<file path="src/irq_vector_regs.vh">
/*
  Register offsets, field positions, reset values and vector layout
  for the channel interrupt vector generator.
  Assumes inclusion by bare name from the design files; definitions only.
*/
`ifndef IRQ_VECTOR_REGS_VH
`define IRQ_VECTOR_REGS_VH

// Register byte offsets
`define OFS_CTRL 8'h00
`define OFS_CMD 8'h04
`define OFS_MAXLEN 8'h08
`define OFS_COUNT 8'h0c
`define OFS_PENDING 8'h10

// Control register fields and reset value
`define CTRL_EN_BIT 0
`define CTRL_RXQ_LSB 8
`define CTRL_TXQ_LSB 12
`define CTRL_RESET 32'h0000_1001

// Command register fields
`define CMD_ABORT_BIT 8

// Max length register fields
`define MAXLEN_CHANNEL_NUMBER_LSB 16
`define MAXLEN_DEFAULT 16'h0640

// Vector layout, low half
`define V_NOTIFY 15
`define V_ABORT 14
`define V_FE 13
`define V_STALL 12
`define V_MFL 11
`define V_OVF 10
`define V_CRC 9
`define V_BAD_BIT_LENGTH 8

// Vector layout, high half
`define V_DIR 31
`define V_QUEUE_LSB 24
`define V_TAG_LSB 16

// AXI responses
`define RESP_OKAY 2'b00
`define RESP_SLVERR 2'b10

`endif

</file>
<file path="src/channel_irq_vector_gen.v">
/*
  Channel interrupt vector generator: builds receive and transmit vectors
  from protocol handler and descriptor engine events and offers them one
  at a time toward the interrupt queue writer. AXI4-Lite register slave.
  Assumes all event inputs come from logic on aclk, held until ready.
*/
// Implementation choices: register access over AXI4-Lite and the register offsets.
// Overview of operation
// - Finished receive descriptor with notify flag yields receive notify vector.
// - Second and later stall discards set receive abort and stall abort together.
// - Silent discard applies while descriptor stalls and packets keep arriving.
// - Every discarded packet gets its own discard vector.
// - Frame longer than the channel's maximum length sets the length flag.
// - Failure to move data into receive buffer records overflow for channel.
// - Overflow vector goes out only once the buffer accepts data again.
// - Computed and carried check values differing sets the CRC flag, except on a line-aborted frame.
// - Frame bit count not a multiple of eight sets bad length flag.
// - Transmit vectors carry the tag of the descriptor in use.
// - Finished transmit descriptor with notify flag yields transmit notify vector.
// - Abort or branch command cutting a frame short raises transmit abort.
// - Zero byte count without frame end after incomplete frame raises transmit abort.
// - Fetched stalled descriptor without frame end raises transmit stall abort.
// - Transmit stall abort vector waits until the data section is transferred.
// - After transmit stall abort the protocol machine appends an abort sequence.
// - Transmit vectors carry an eight-bit channel number.
`timescale 1ns/1ps
`include "irq_vector_regs.vh"
module channel_irq_vector_gen #(
  parameter CW = 8,
  parameter LW = 16
) (
  // Clock, reset, enable
  input wire aclk,
  input wire aresetn,
  input wire ce,
  // AXI4-Lite slave
  input wire [7:0] s_axi_awaddr,
  input wire s_axi_awvalid,
  output wire s_axi_awready,
  input wire [31:0] s_axi_wdata,
  input wire [3:0] s_axi_wstrb,
  input wire s_axi_wvalid,
  output wire s_axi_wready,
  output reg [1:0] s_axi_bresp,
  output reg s_axi_bvalid,
  input wire s_axi_bready,
  input wire [7:0] s_axi_araddr,
  input wire s_axi_arvalid,
  output wire s_axi_arready,
  output reg [31:0] s_axi_rdata,
  output reg [1:0] s_axi_rresp,
  output reg s_axi_rvalid,
  input wire s_axi_rready,
  // Receive events
  input wire [CW-1:0] rx_channel_number,
  input wire rx_frame_done,
  input wire rx_desc_notify,
  input wire rx_line_abort,
  input wire [LW-1:0] rx_bit_count,
  input wire [15:0] rx_crc_calc,
  input wire [15:0] rx_crc_recv,
  input wire rx_packet_start,
  input wire rx_desc_stall,
  input wire rx_overflow_start,
  input wire rx_buf_can_store,
  output wire rx_ready,
  // Transmit events
  input wire [CW-1:0] tx_channel_number,
  input wire [5:0] tx_desc_id,
  input wire tx_desc_done,
  input wire tx_desc_notify,
  input wire tx_abort_cmd,
  input wire tx_fetch,
  input wire tx_fetch_zero_count,
  input wire tx_fetch_fe,
  input wire tx_fetch_stall,
  input wire tx_prev_incomplete,
  input wire tx_data_done,
  output wire tx_ready,
  output reg tx_append_abort,
  output reg [CW-1:0] tx_append_channel_number,
  // Vector output
  output reg [31:0] vec_data,
  output reg vec_valid,
  input wire vec_ready
);

  // Register state
  reg [31:0] ctrl_reg;
  reg [7:0] aw_addr_reg;
  reg aw_got_reg;
  reg [31:0] w_data_reg;
  reg [3:0] w_strb_reg;
  reg w_got_reg;
  wire en = ctrl_reg[`CTRL_EN_BIT];
  wire [2:0] rx_queue = ctrl_reg[`CTRL_RXQ_LSB+2:`CTRL_RXQ_LSB];
  wire [2:0] tx_queue = ctrl_reg[`CTRL_TXQ_LSB+2:`CTRL_TXQ_LSB];

  // Vector slots
  reg [31:0] rx_slot_reg;
  reg rx_slot_v_reg;
  reg [31:0] disc_slot_reg;
  reg disc_v_reg;
  reg [31:0] tx_slot_reg;
  reg tx_slot_v_reg;
  reg ovf_pend_reg;
  reg [CW-1:0] ovf_channel_number_reg;
  reg swab_pend_reg;
  reg [CW-1:0] swab_channel_number_reg;
  reg [1:0] disc_cnt_reg;
  reg tx_stall_abort_pend_reg;

  // Receive pipeline stage, waits one cycle for the length table
  reg s_v_reg;
  reg [CW-1:0] s_channel_number_reg;
  reg s_notify_reg;
  reg s_abort_reg;
  reg s_crc_reg;
  reg s_bad_bit_length_reg;
  reg [LW-1:0] s_bytes_reg;
  wire [LW-1:0] max_len;

  // Bus write decode
  wire wr_fire = aw_got_reg && w_got_reg && !s_axi_bvalid;
  wire wr_full = (w_strb_reg == 4'hf);
  wire wr_ctrl = wr_fire && aw_addr_reg == `OFS_CTRL;
  wire wr_cmd = wr_fire && aw_addr_reg == `OFS_CMD;
  wire wr_maxlen = wr_fire && aw_addr_reg == `OFS_MAXLEN && wr_full;
  wire wr_count = wr_fire && aw_addr_reg == `OFS_COUNT;
  wire wr_known = wr_ctrl || wr_cmd || wr_maxlen || wr_count;

  assign s_axi_awready = !aw_got_reg && !s_axi_bvalid;
  assign s_axi_wready = !w_got_reg && !s_axi_bvalid;
  assign s_axi_arready = !s_axi_rvalid;

  // Back-pressure toward the event sources
  assign rx_ready = en && !s_v_reg && !rx_slot_v_reg && !disc_v_reg;
  assign tx_ready = en && !tx_slot_v_reg;

  wire rx_take = ce && rx_ready;
  wire tx_take = ce && tx_ready;

  maxlen_mem #(
    .AW(CW),
    .DW(LW)
  ) u_maxlen (
    .aclk(aclk),
    .ce(ce),
    .we(wr_maxlen),
    .waddr(w_data_reg[`MAXLEN_CHANNEL_NUMBER_LSB+CW-1:`MAXLEN_CHANNEL_NUMBER_LSB]),
    .wdata(w_data_reg[LW-1:0]),
    .raddr(rx_channel_number),
    .rdata(max_len)
  );

  // Upper half of a vector: direction, queue, descriptor tag
  function [15:0] vec_hi;
    input dir;
    input [2:0] queue;
    input [5:0] tag;
    begin
      vec_hi = {dir, 4'h0, queue, 2'b00, tag};
    end
  endfunction

  // Arbiter: fixed priority, receive ahead of transmit
  wire load = ce && (!vec_valid || vec_ready);
  wire ovf_ok = ovf_pend_reg && rx_buf_can_store;
  wire g_rx = load && rx_slot_v_reg;
  wire g_disc = load && !rx_slot_v_reg && disc_v_reg;
  wire g_ovf = load && !rx_slot_v_reg && !disc_v_reg && ovf_ok;
  wire g_swab = load && !rx_slot_v_reg && !disc_v_reg && !ovf_ok && swab_pend_reg;
  wire g_tx = load && !rx_slot_v_reg && !disc_v_reg && !ovf_ok && !swab_pend_reg && tx_slot_v_reg;
  wire g_any_rx = g_rx || g_disc || g_ovf || g_swab;

  reg [31:0] sel_vec;
  // Select the granted vector
  always @* begin
    sel_vec = 32'h0000_0000;
    if (g_rx) begin
      sel_vec = rx_slot_reg;
    end else if (g_disc) begin
      sel_vec = disc_slot_reg;
    end else if (g_ovf) begin
      sel_vec = {vec_hi(1'b0, rx_queue, 6'h00), 8'h00, ovf_channel_number_reg};
      sel_vec[`V_OVF] = 1'b1;
    end else if (g_swab) begin
      sel_vec = {vec_hi(1'b0, rx_queue, 6'h00), 8'h00, swab_channel_number_reg};
      sel_vec[`V_ABORT] = 1'b1;
    end else if (g_tx) begin
      sel_vec = tx_slot_reg;
    end
  end

  // Transmit event decode, all events belong to the descriptor in use
  wire tx_zero_abort = tx_fetch && tx_fetch_zero_count && !tx_fetch_fe && tx_prev_incomplete;
  wire tx_hold_fetch = tx_fetch && tx_fetch_stall && !tx_fetch_fe;
  wire tx_tx_stall_abort_now = tx_data_done && (tx_stall_abort_pend_reg || tx_hold_fetch);
  wire tx_thi_now = tx_desc_done && tx_desc_notify;
  wire tx_tab_now = tx_abort_cmd || tx_zero_abort;
  wire tx_any = tx_thi_now || tx_tab_now || tx_tx_stall_abort_now;

  // Receive frame end and packet start checks
  wire [LW-1:0] bytes_now = {3'b000, rx_bit_count[LW-1:3]};
  wire disc_now = rx_packet_start && rx_desc_stall;

  // AXI write channel capture and response
  always @(posedge aclk) begin
    if (!aresetn) begin
      aw_got_reg <= 1'b0;
      w_got_reg <= 1'b0;
      aw_addr_reg <= 8'h00;
      w_data_reg <= 32'h0000_0000;
      w_strb_reg <= 4'h0;
      s_axi_bvalid <= 1'b0;
      s_axi_bresp <= `RESP_OKAY;
      ctrl_reg <= `CTRL_RESET;
    end else if (ce) begin
      if (s_axi_awvalid && s_axi_awready) begin
        aw_got_reg <= 1'b1;
        aw_addr_reg <= {s_axi_awaddr[7:2], 2'b00};
      end
      if (s_axi_wvalid && s_axi_wready) begin
        w_got_reg <= 1'b1;
        w_data_reg <= s_axi_wdata;
        w_strb_reg <= s_axi_wstrb;
      end
      if (wr_fire) begin
        aw_got_reg <= 1'b0;
        w_got_reg <= 1'b0;
        s_axi_bvalid <= 1'b1;
        s_axi_bresp <= wr_known ? `RESP_OKAY : `RESP_SLVERR;
        if (wr_ctrl) begin
          ctrl_reg <= w_data_reg & 32'h0000_7701;
        end
      end else if (s_axi_bvalid && s_axi_bready) begin
        s_axi_bvalid <= 1'b0;
      end
    end
  end

  wire [15:0] rx_count;
  wire [15:0] tx_count;
  reg [31:0] rd_next;
  // Read decode; unmapped offsets answer zero with an error
  always @* begin
    case ({s_axi_araddr[7:2], 2'b00})
      `OFS_CTRL: rd_next = ctrl_reg;
      `OFS_CMD: rd_next = {23'h000000, swab_pend_reg, swab_channel_number_reg};
      `OFS_MAXLEN: rd_next = 32'h0000_0000;
      `OFS_COUNT: rd_next = {tx_count, rx_count};
      `OFS_PENDING: rd_next = {26'h0000000, disc_cnt_reg, tx_stall_abort_pend_reg, ovf_pend_reg, tx_slot_v_reg,
        rx_slot_v_reg};
      default: rd_next = 32'h0000_0000;
    endcase
  end

  wire rd_known = ({s_axi_araddr[7:2], 2'b00} <= `OFS_PENDING);

  // AXI read channel
  always @(posedge aclk) begin
    if (!aresetn) begin
      s_axi_rvalid <= 1'b0;
      s_axi_rdata <= 32'h0000_0000;
      s_axi_rresp <= `RESP_OKAY;
    end else if (ce) begin
      if (s_axi_arvalid && s_axi_arready) begin
        s_axi_rvalid <= 1'b1;
        s_axi_rdata <= rd_next;
        s_axi_rresp <= rd_known ? `RESP_OKAY : `RESP_SLVERR;
      end else if (s_axi_rvalid && s_axi_rready) begin
        s_axi_rvalid <= 1'b0;
      end
    end
  end

  // Receive path: stage, slot, discard, overflow, software abort
  always @(posedge aclk) begin
    if (!aresetn) begin
      s_v_reg <= 1'b0;
      s_channel_number_reg <= {CW{1'b0}};
      s_notify_reg <= 1'b0;
      s_abort_reg <= 1'b0;
      s_crc_reg <= 1'b0;
      s_bad_bit_length_reg <= 1'b0;
      s_bytes_reg <= {LW{1'b0}};
      rx_slot_reg <= 32'h0000_0000;
      rx_slot_v_reg <= 1'b0;
      disc_slot_reg <= 32'h0000_0000;
      disc_v_reg <= 1'b0;
      disc_cnt_reg <= 2'b00;
      ovf_pend_reg <= 1'b0;
      ovf_channel_number_reg <= {CW{1'b0}};
      swab_pend_reg <= 1'b0;
      swab_channel_number_reg <= {CW{1'b0}};
    end else if (ce) begin
      s_v_reg <= 1'b0;
      if (rx_take && rx_frame_done) begin
        s_v_reg <= 1'b1;
        s_channel_number_reg <= rx_channel_number;
        s_notify_reg <= rx_desc_notify;
        s_abort_reg <= rx_line_abort;
        s_crc_reg <= !rx_line_abort && (rx_crc_calc != rx_crc_recv);
        s_bad_bit_length_reg <= (rx_bit_count[2:0] != 3'b000);
        s_bytes_reg <= bytes_now;
      end
      if (g_rx) begin
        rx_slot_v_reg <= 1'b0;
      end
      // Length table answers now, so the vector is complete
      if (s_v_reg) begin
        rx_slot_v_reg <= 1'b1;
        rx_slot_reg <= {vec_hi(1'b0, rx_queue, 6'h00), s_notify_reg, s_abort_reg, !s_abort_reg, 1'b0,
          (s_bytes_reg > max_len), 1'b0, s_crc_reg, s_bad_bit_length_reg, s_channel_number_reg};
      end
      // One vector per dropped packet; the second drop onward is a silent discard
      if (!rx_desc_stall) begin
        disc_cnt_reg <= 2'b00;
      end
      if (g_disc) begin
        disc_v_reg <= 1'b0;
      end
      if (rx_take && disc_now) begin
        disc_v_reg <= 1'b1;
        disc_slot_reg <= {vec_hi(1'b0, rx_queue, 6'h00), 1'b0, (disc_cnt_reg != 2'b00), 1'b0, 1'b1,
          4'h0, rx_channel_number};
        if (disc_cnt_reg != 2'b11) begin
          disc_cnt_reg <= disc_cnt_reg + 2'b01;
        end
      end
      // Overflow held until the buffer drains; a new start wins over a grant
      if (g_ovf) begin
        ovf_pend_reg <= 1'b0;
      end
      if (en && rx_overflow_start) begin
        ovf_pend_reg <= 1'b1;
        ovf_channel_number_reg <= rx_channel_number;
      end
      // Software abort command, set wins over the grant
      if (g_swab) begin
        swab_pend_reg <= 1'b0;
      end
      if (wr_cmd && w_data_reg[`CMD_ABORT_BIT]) begin
        swab_pend_reg <= 1'b1;
        swab_channel_number_reg <= w_data_reg[CW-1:0];
      end
    end
  end

  // Transmit path: event merge into one slot and stall abort tracking
  always @(posedge aclk) begin
    if (!aresetn) begin
      tx_slot_reg <= 32'h0000_0000;
      tx_slot_v_reg <= 1'b0;
      tx_stall_abort_pend_reg <= 1'b0;
      tx_append_abort <= 1'b0;
      tx_append_channel_number <= {CW{1'b0}};
    end else if (ce) begin
      tx_append_abort <= 1'b0;
      if (g_tx) begin
        tx_slot_v_reg <= 1'b0;
      end
      if (tx_take) begin
        if (tx_hold_fetch && !tx_data_done) begin
          tx_stall_abort_pend_reg <= 1'b1;
        end else if (tx_data_done) begin
          tx_stall_abort_pend_reg <= 1'b0;
        end
        if (tx_any) begin
          tx_slot_v_reg <= 1'b1;
          tx_slot_reg <= {vec_hi(1'b1, tx_queue, tx_desc_id), tx_thi_now, tx_tab_now, 1'b0, tx_tx_stall_abort_now,
            4'h0, tx_channel_number};
        end
        if (tx_tx_stall_abort_now) begin
          tx_append_abort <= 1'b1;
          tx_append_channel_number <= tx_channel_number;
        end
      end
    end
  end

  // Output vector register; data hold until the queue writer takes them
  always @(posedge aclk) begin
    if (!aresetn) begin
      vec_valid <= 1'b0;
      vec_data <= 32'h0000_0000;
    end else if (load) begin
      vec_valid <= g_any_rx || g_tx;
      if (g_any_rx || g_tx) begin
        vec_data <= sel_vec;
      end
    end
  end

  event_counter #(
    .W(16)
  ) u_rx_count (
    .aclk(aclk),
    .aresetn(aresetn),
    .ce(ce),
    .inc(g_any_rx),
    .clr(wr_count),
    .count(rx_count)
  );

  event_counter #(
    .W(16)
  ) u_tx_count (
    .aclk(aclk),
    .aresetn(aresetn),
    .ce(ce),
    .inc(g_tx),
    .clr(wr_count),
    .count(tx_count)
  );

endmodule

</file>
<file path="src/event_counter.v">
/*
  Saturating event counter with synchronous clear.
  Assumes one clock, synchronous active-low reset and a clock enable.
*/
`timescale 1ns/1ps
module event_counter #(
  parameter W = 16
) (
  // Clock and reset
  input wire aclk,
  input wire aresetn,
  input wire ce,
  // Control
  input wire inc,
  input wire clr,
  // Value
  output reg [W-1:0] count
);

  // Clear wins so software sees a clean start; saturates instead of wrapping
  always @(posedge aclk) begin
    if (!aresetn) begin
      count <= {W{1'b0}};
    end else if (ce) begin
      if (clr) begin
        count <= {W{1'b0}};
      end else if (inc && count != {W{1'b1}}) begin
        count <= count + {{(W-1){1'b0}}, 1'b1};
      end
    end
  end

endmodule

</file>
<file path="src/maxlen_mem.v">
/*
  Per-channel maximum frame length table, one write and one read port.
  Read data come out of a register one cycle after the address.
  Assumes the writer and reader share the clock.
*/
`timescale 1ns/1ps
`include "irq_vector_regs.vh"
module maxlen_mem #(
  parameter AW = 8,
  parameter DW = 16
) (
  // Clock
  input wire aclk,
  input wire ce,
  // Write port
  input wire we,
  input wire [AW-1:0] waddr,
  input wire [DW-1:0] wdata,
  // Read port
  input wire [AW-1:0] raddr,
  output reg [DW-1:0] rdata
);

  reg [DW-1:0] mem [0:(1<<AW)-1];
  integer i;

  // Table holds no reset; start every channel at the default length
  initial begin
    for (i = 0; i < (1<<AW); i = i + 1) begin
      mem[i] = `MAXLEN_DEFAULT;
    end
  end

  // Registered read, write-first is not needed here
  always @(posedge aclk) begin
    if (ce) begin
      if (we) begin
        mem[waddr] <= wdata;
      end
      rdata <= mem[raddr];
    end
  end

endmodule

</file>
<file path="config.mk">
export PLATFORM = sky130hd
export DESIGN_NAME = channel_irq_vector_gen
export DESIGN_NICKNAME = d
export VERILOG_FILES = /design/src/channel_irq_vector_gen.v /design/src/event_counter.v /design/src/maxlen_mem.v
export VERILOG_INCLUDE_DIRS = /design/src
export SDC_FILE = /design/constraint.sdc
export NUM_CORES = 2
export LEC_CHECK = 0
export ABC_CLOCK_PERIOD_IN_PS = 6240
export BUFFER_PORTS_ARGS = -buffer_cell sky130_fd_sc_hd__buf_2
export CORE_ASPECT_RATIO = 1.75
export CORE_MARGIN = 3
export CORE_UTILIZATION = 55
export DETAILED_ROUTE_END_ITERATION = 8
export PLACE_DENSITY = 0.81
export SLEW_MARGIN = 15
export SYNTH_ARGS = -nofsm -noshare
export SYNTH_HDL_FRONTEND = slang
export SYNTH_HIERARCHICAL = 1
export SYNTH_SLANG_ARGS = --single-unit
</file>
<file path="constraint.sdc">
create_clock -name aclk -period 6.24 [get_ports aclk]
set_clock_uncertainty 0.15 [all_clocks]
set_input_delay 1.248 -clock aclk [delete_from_list [all_inputs] [get_ports aclk]]
set_output_delay 1.248 -clock aclk [all_outputs]
set_load 0.02 [all_outputs]
</file>
==> flow_summary.toml <==
[routing]
drtIter0Drc = 11700
ant_nets = 0
routed_wirelength_mm = 460
wl_per_cell_um = 33.8
via_per_inst = 6.74
dr.pass1.iters = 7
num_vias = 91800
drc = 0

[final_layout]
top_regs = "u_maxlen/mem (4096), s_axi_rdata (32), vec_data (26)"
nFillCells = 19900
drive_gt1_share_pct = 22.0
largest_register_ffs = 4096
fin_cells = 13600
syn2layout_area_growth_pct = 11.3
fin_area_sq_um = 189000
regMostFlops = "u_maxlen/mem"
nNetsFinal = 9425

[floorplanning]
num_io_pins = 232
fp-row-count = 269
core_sq_um = 307000
die_h_um = 741
start_util_pct = 55.3
die_w_um = 426
die_area_sq_um = 316000

[logic_synthesis]
synthFlopType = "edfxtp_1"
yosysWarnings = 6
ys_seq_area_share_pct = 75.7
avgSynthCellArea_sq_um = 19.5
synthTopCellsByCount = "edfxtp_1 (4112), mux4_2 (781), mux2i_1 (685), nor2_1 (384), nand2_1 (347)"
synth_top_cell_area_share_pct = 72.7
ys_seq_elements = 4360
postSynthCellCount = 8715
synth.cell_area_sq_um = 170000
async_reset_ff_share_pct = 0
synth_top_area_cell = "edfxtp_1"
synth-edff-count = 4112
synthTopCellsByArea = "edfxtp_1 (73%), mux4_2 (10%), mux2i_1 (4.0%), dfxtp_1 (2.9%), o221ai_1 (1.4%)"
synth_cell_types = 87
synth_most_common_cell = "edfxtp_1"

[power_and_ir_drop]
leakagePower_nw = 57.5
switchingPower_mw = 12.2
ir_drop_v = 0.000225
finalPower_mw = 57.3
seqPwrFrac_pct = 56.0
intPower_mw = 45.2
pwr-share-clk_pct = 39.1
power.density_nw_per_um2 = 304
p_sw_share_pct = 21.2
comb_power_share_pct = 4.9

[clock_tree]
cts_hold_buf = 0
cts_tree = "built"
clk_pin_slew_ps = 70
clock_latency_ps = 940
cts_root_buf = "clkbuf_16"
cts_setup_buffers = 0
h-tree-depth = 5
cts_resized = 0
cts_buffer_depth = 4
cts_buffers = 348
cts.sinks = 4360

[hold_path]
hp-class = "flop to flop"
min-delay-start = "s_channel_number_reg[1]$_SDFFE_PN0P_"
holdPathStages = 2
min_to = "rx_slot_reg[1]$_SDFFE_PN0P_"

[setup_path]
crit_chain = "or4_4, nor2_1, nand2_1, nor3_1, and2_1, nand4_1, buf_4, nor2_1, buf_4"
critPathBufInv = 2
slowest_stage = "nand4_1"
critPathTopFamily = "simple AND/OR/NAND/NOR gates"
max_stage_delay_ps = 960
crit_arrival_ps = 5550
critPathKind = "flop to flop"
cp-start-kind = "flop"
reg2reg_depth = 9
reg2reg_setup_slack_ps = 1080
cp_num_cells = 9
reg2reg_to = "u_maxlen/mem[55][3]$_DFFE_PP_"
rr_startpoint = "aw_addr_reg[4]$_SDFFE_PN0P_"
worst_setup_path_end_kind = "flop"
worstPathMaxFanout = 16
worst-endpoint-required_ps = 6630

[placed_design]
dp_cells = 13000
post-dp-hpwl_mm = 276
port_buffers = 211
gp_congestion = 0.999
postPlaceCellArea_sq_um = 177000

[grt]
grt_first_pass_wirelength_mm = 661
grt_use_total_pct = 29.0
grt_max_degree = 209
antenna_found_initial = 16
grt-ovfl-total = 0
grt_pass1_vias = 93000

[sta]
period_minus_slack_ps = 5160
hold_ws_ps = 302
worst_slew_pin_slew_ps = 1450
rsz0062_at_grt = "no"
slew_headroom_pct = 3.04
setup_violations = 0
final_hold_viol_count = 0
max_freq_mhz = 194
min_period_over_period_pct = 82.7
drv_slew = 0
fin_tns_setup_ps = 0

[job]
cap_violations = 0

[run_status]
status = "finished, final reports clean"
-- cell families after synthesis --
logic type	count (synthesis)	synth area share (%)
other	1	0.00221
DFF	4360	75.7
xor gates and xnor gates	16	0.0826
and+or+nand+nor	1155	3.18
muxes	1475	14.5
AOI/OAI and AO/OA	1116	4.54
buffers and inverters	575	1.94
adders and majority gates	17	0.125
-- final cells by class --
cell class	count	area [sq um]	share of cell area [%]
antenna	10	25.0	0.0132
clock buffer	428	9280	4.91
multi-input combinational	3787	38100	20.2
tap	4065	5090	2.69
clock inverter	198	2120	1.12
sequential	4360	129000	68.0
inverter	34	143	0.0755
timing repair buffer	730	5610	2.97
-- routing by layer --
layer	wire length, um	part of all wire [%]	up-vias	global-route usage (%)
li1	-	-	37000	-
met1	140000	30	46900	32.6
met2	229000	50	6241	48.2
met3	43400	9.4	1547	5.39
met4	47000	10	12	24.2
met5	74	0.016	-	0
-- through the flow --
stage,setup slack (ps),util (%)
2_1_floorplan,1650,-
3_3_place_gp,898,57.8
3_5_place_dp,881,57.8
4_1_cts,1300,61.5
5_1_grt,1130,61.5
6_report,1080,61.5
-- tightest hold or removal path, cell delays in order (launching register included) --
cell and delay (ps):
dfxtp_1 310, nand2_1 50, a21oi_1 50
-- placed cells by master (no fill, tap or decap), types with 206 or more instances in the layout --
master / instances
a21oi_1: 276
clkbuf_16: 357
nand2_1: 347
buf_4: 472
mux4_2: 781
edfxtp_1: 4112
nor2_1: 379
mux2i_1: 685
o221ai_1: 270
buf_2: 206
dfxtp_1: 232
-- power groups by stage --
stage / sequential [mW] / clock [mW] / combinational, mW
final: 32.1 / 22.4 / 2.82
after global placement: 32.7 / 0 / 2.65
after global routing: 32.1 / 23.5 / 2.92
after detailed placement: 32.8 / 0 / 2.73
after CTS: 32.1 / 22.6 / 2.77
after floorplan: 32.9 / 0 / 1.61
-- worst max-delay path by stage --
stage,end,slack [ps],start
3_5_place_dp,u_maxlen/rdata[7]$_DFFE_PP_,880,rx_channel_number[4]
6_report,u_maxlen/mem[55][3]$_DFFE_PP_,1080,aw_addr_reg[4]$_SDFFE_PN0P_
5_1_grt,u_maxlen/mem[55][3]$_DFFE_PP_,1130,aw_addr_reg[4]$_SDFFE_PN0P_
3_3_place_gp,u_maxlen/rdata[7]$_DFFE_PP_,900,rx_channel_number[4]
4_1_cts,u_maxlen/mem[55][3]$_DFFE_PP_,1300,aw_addr_reg[4]$_SDFFE_PN0P_
2_1_floorplan,swab_channel_number_reg[0]$_SDFFE_PN0P_,1650,w_data_reg[8]$_SDFFE_PN0P_
(Power assumes the default switching activity.)
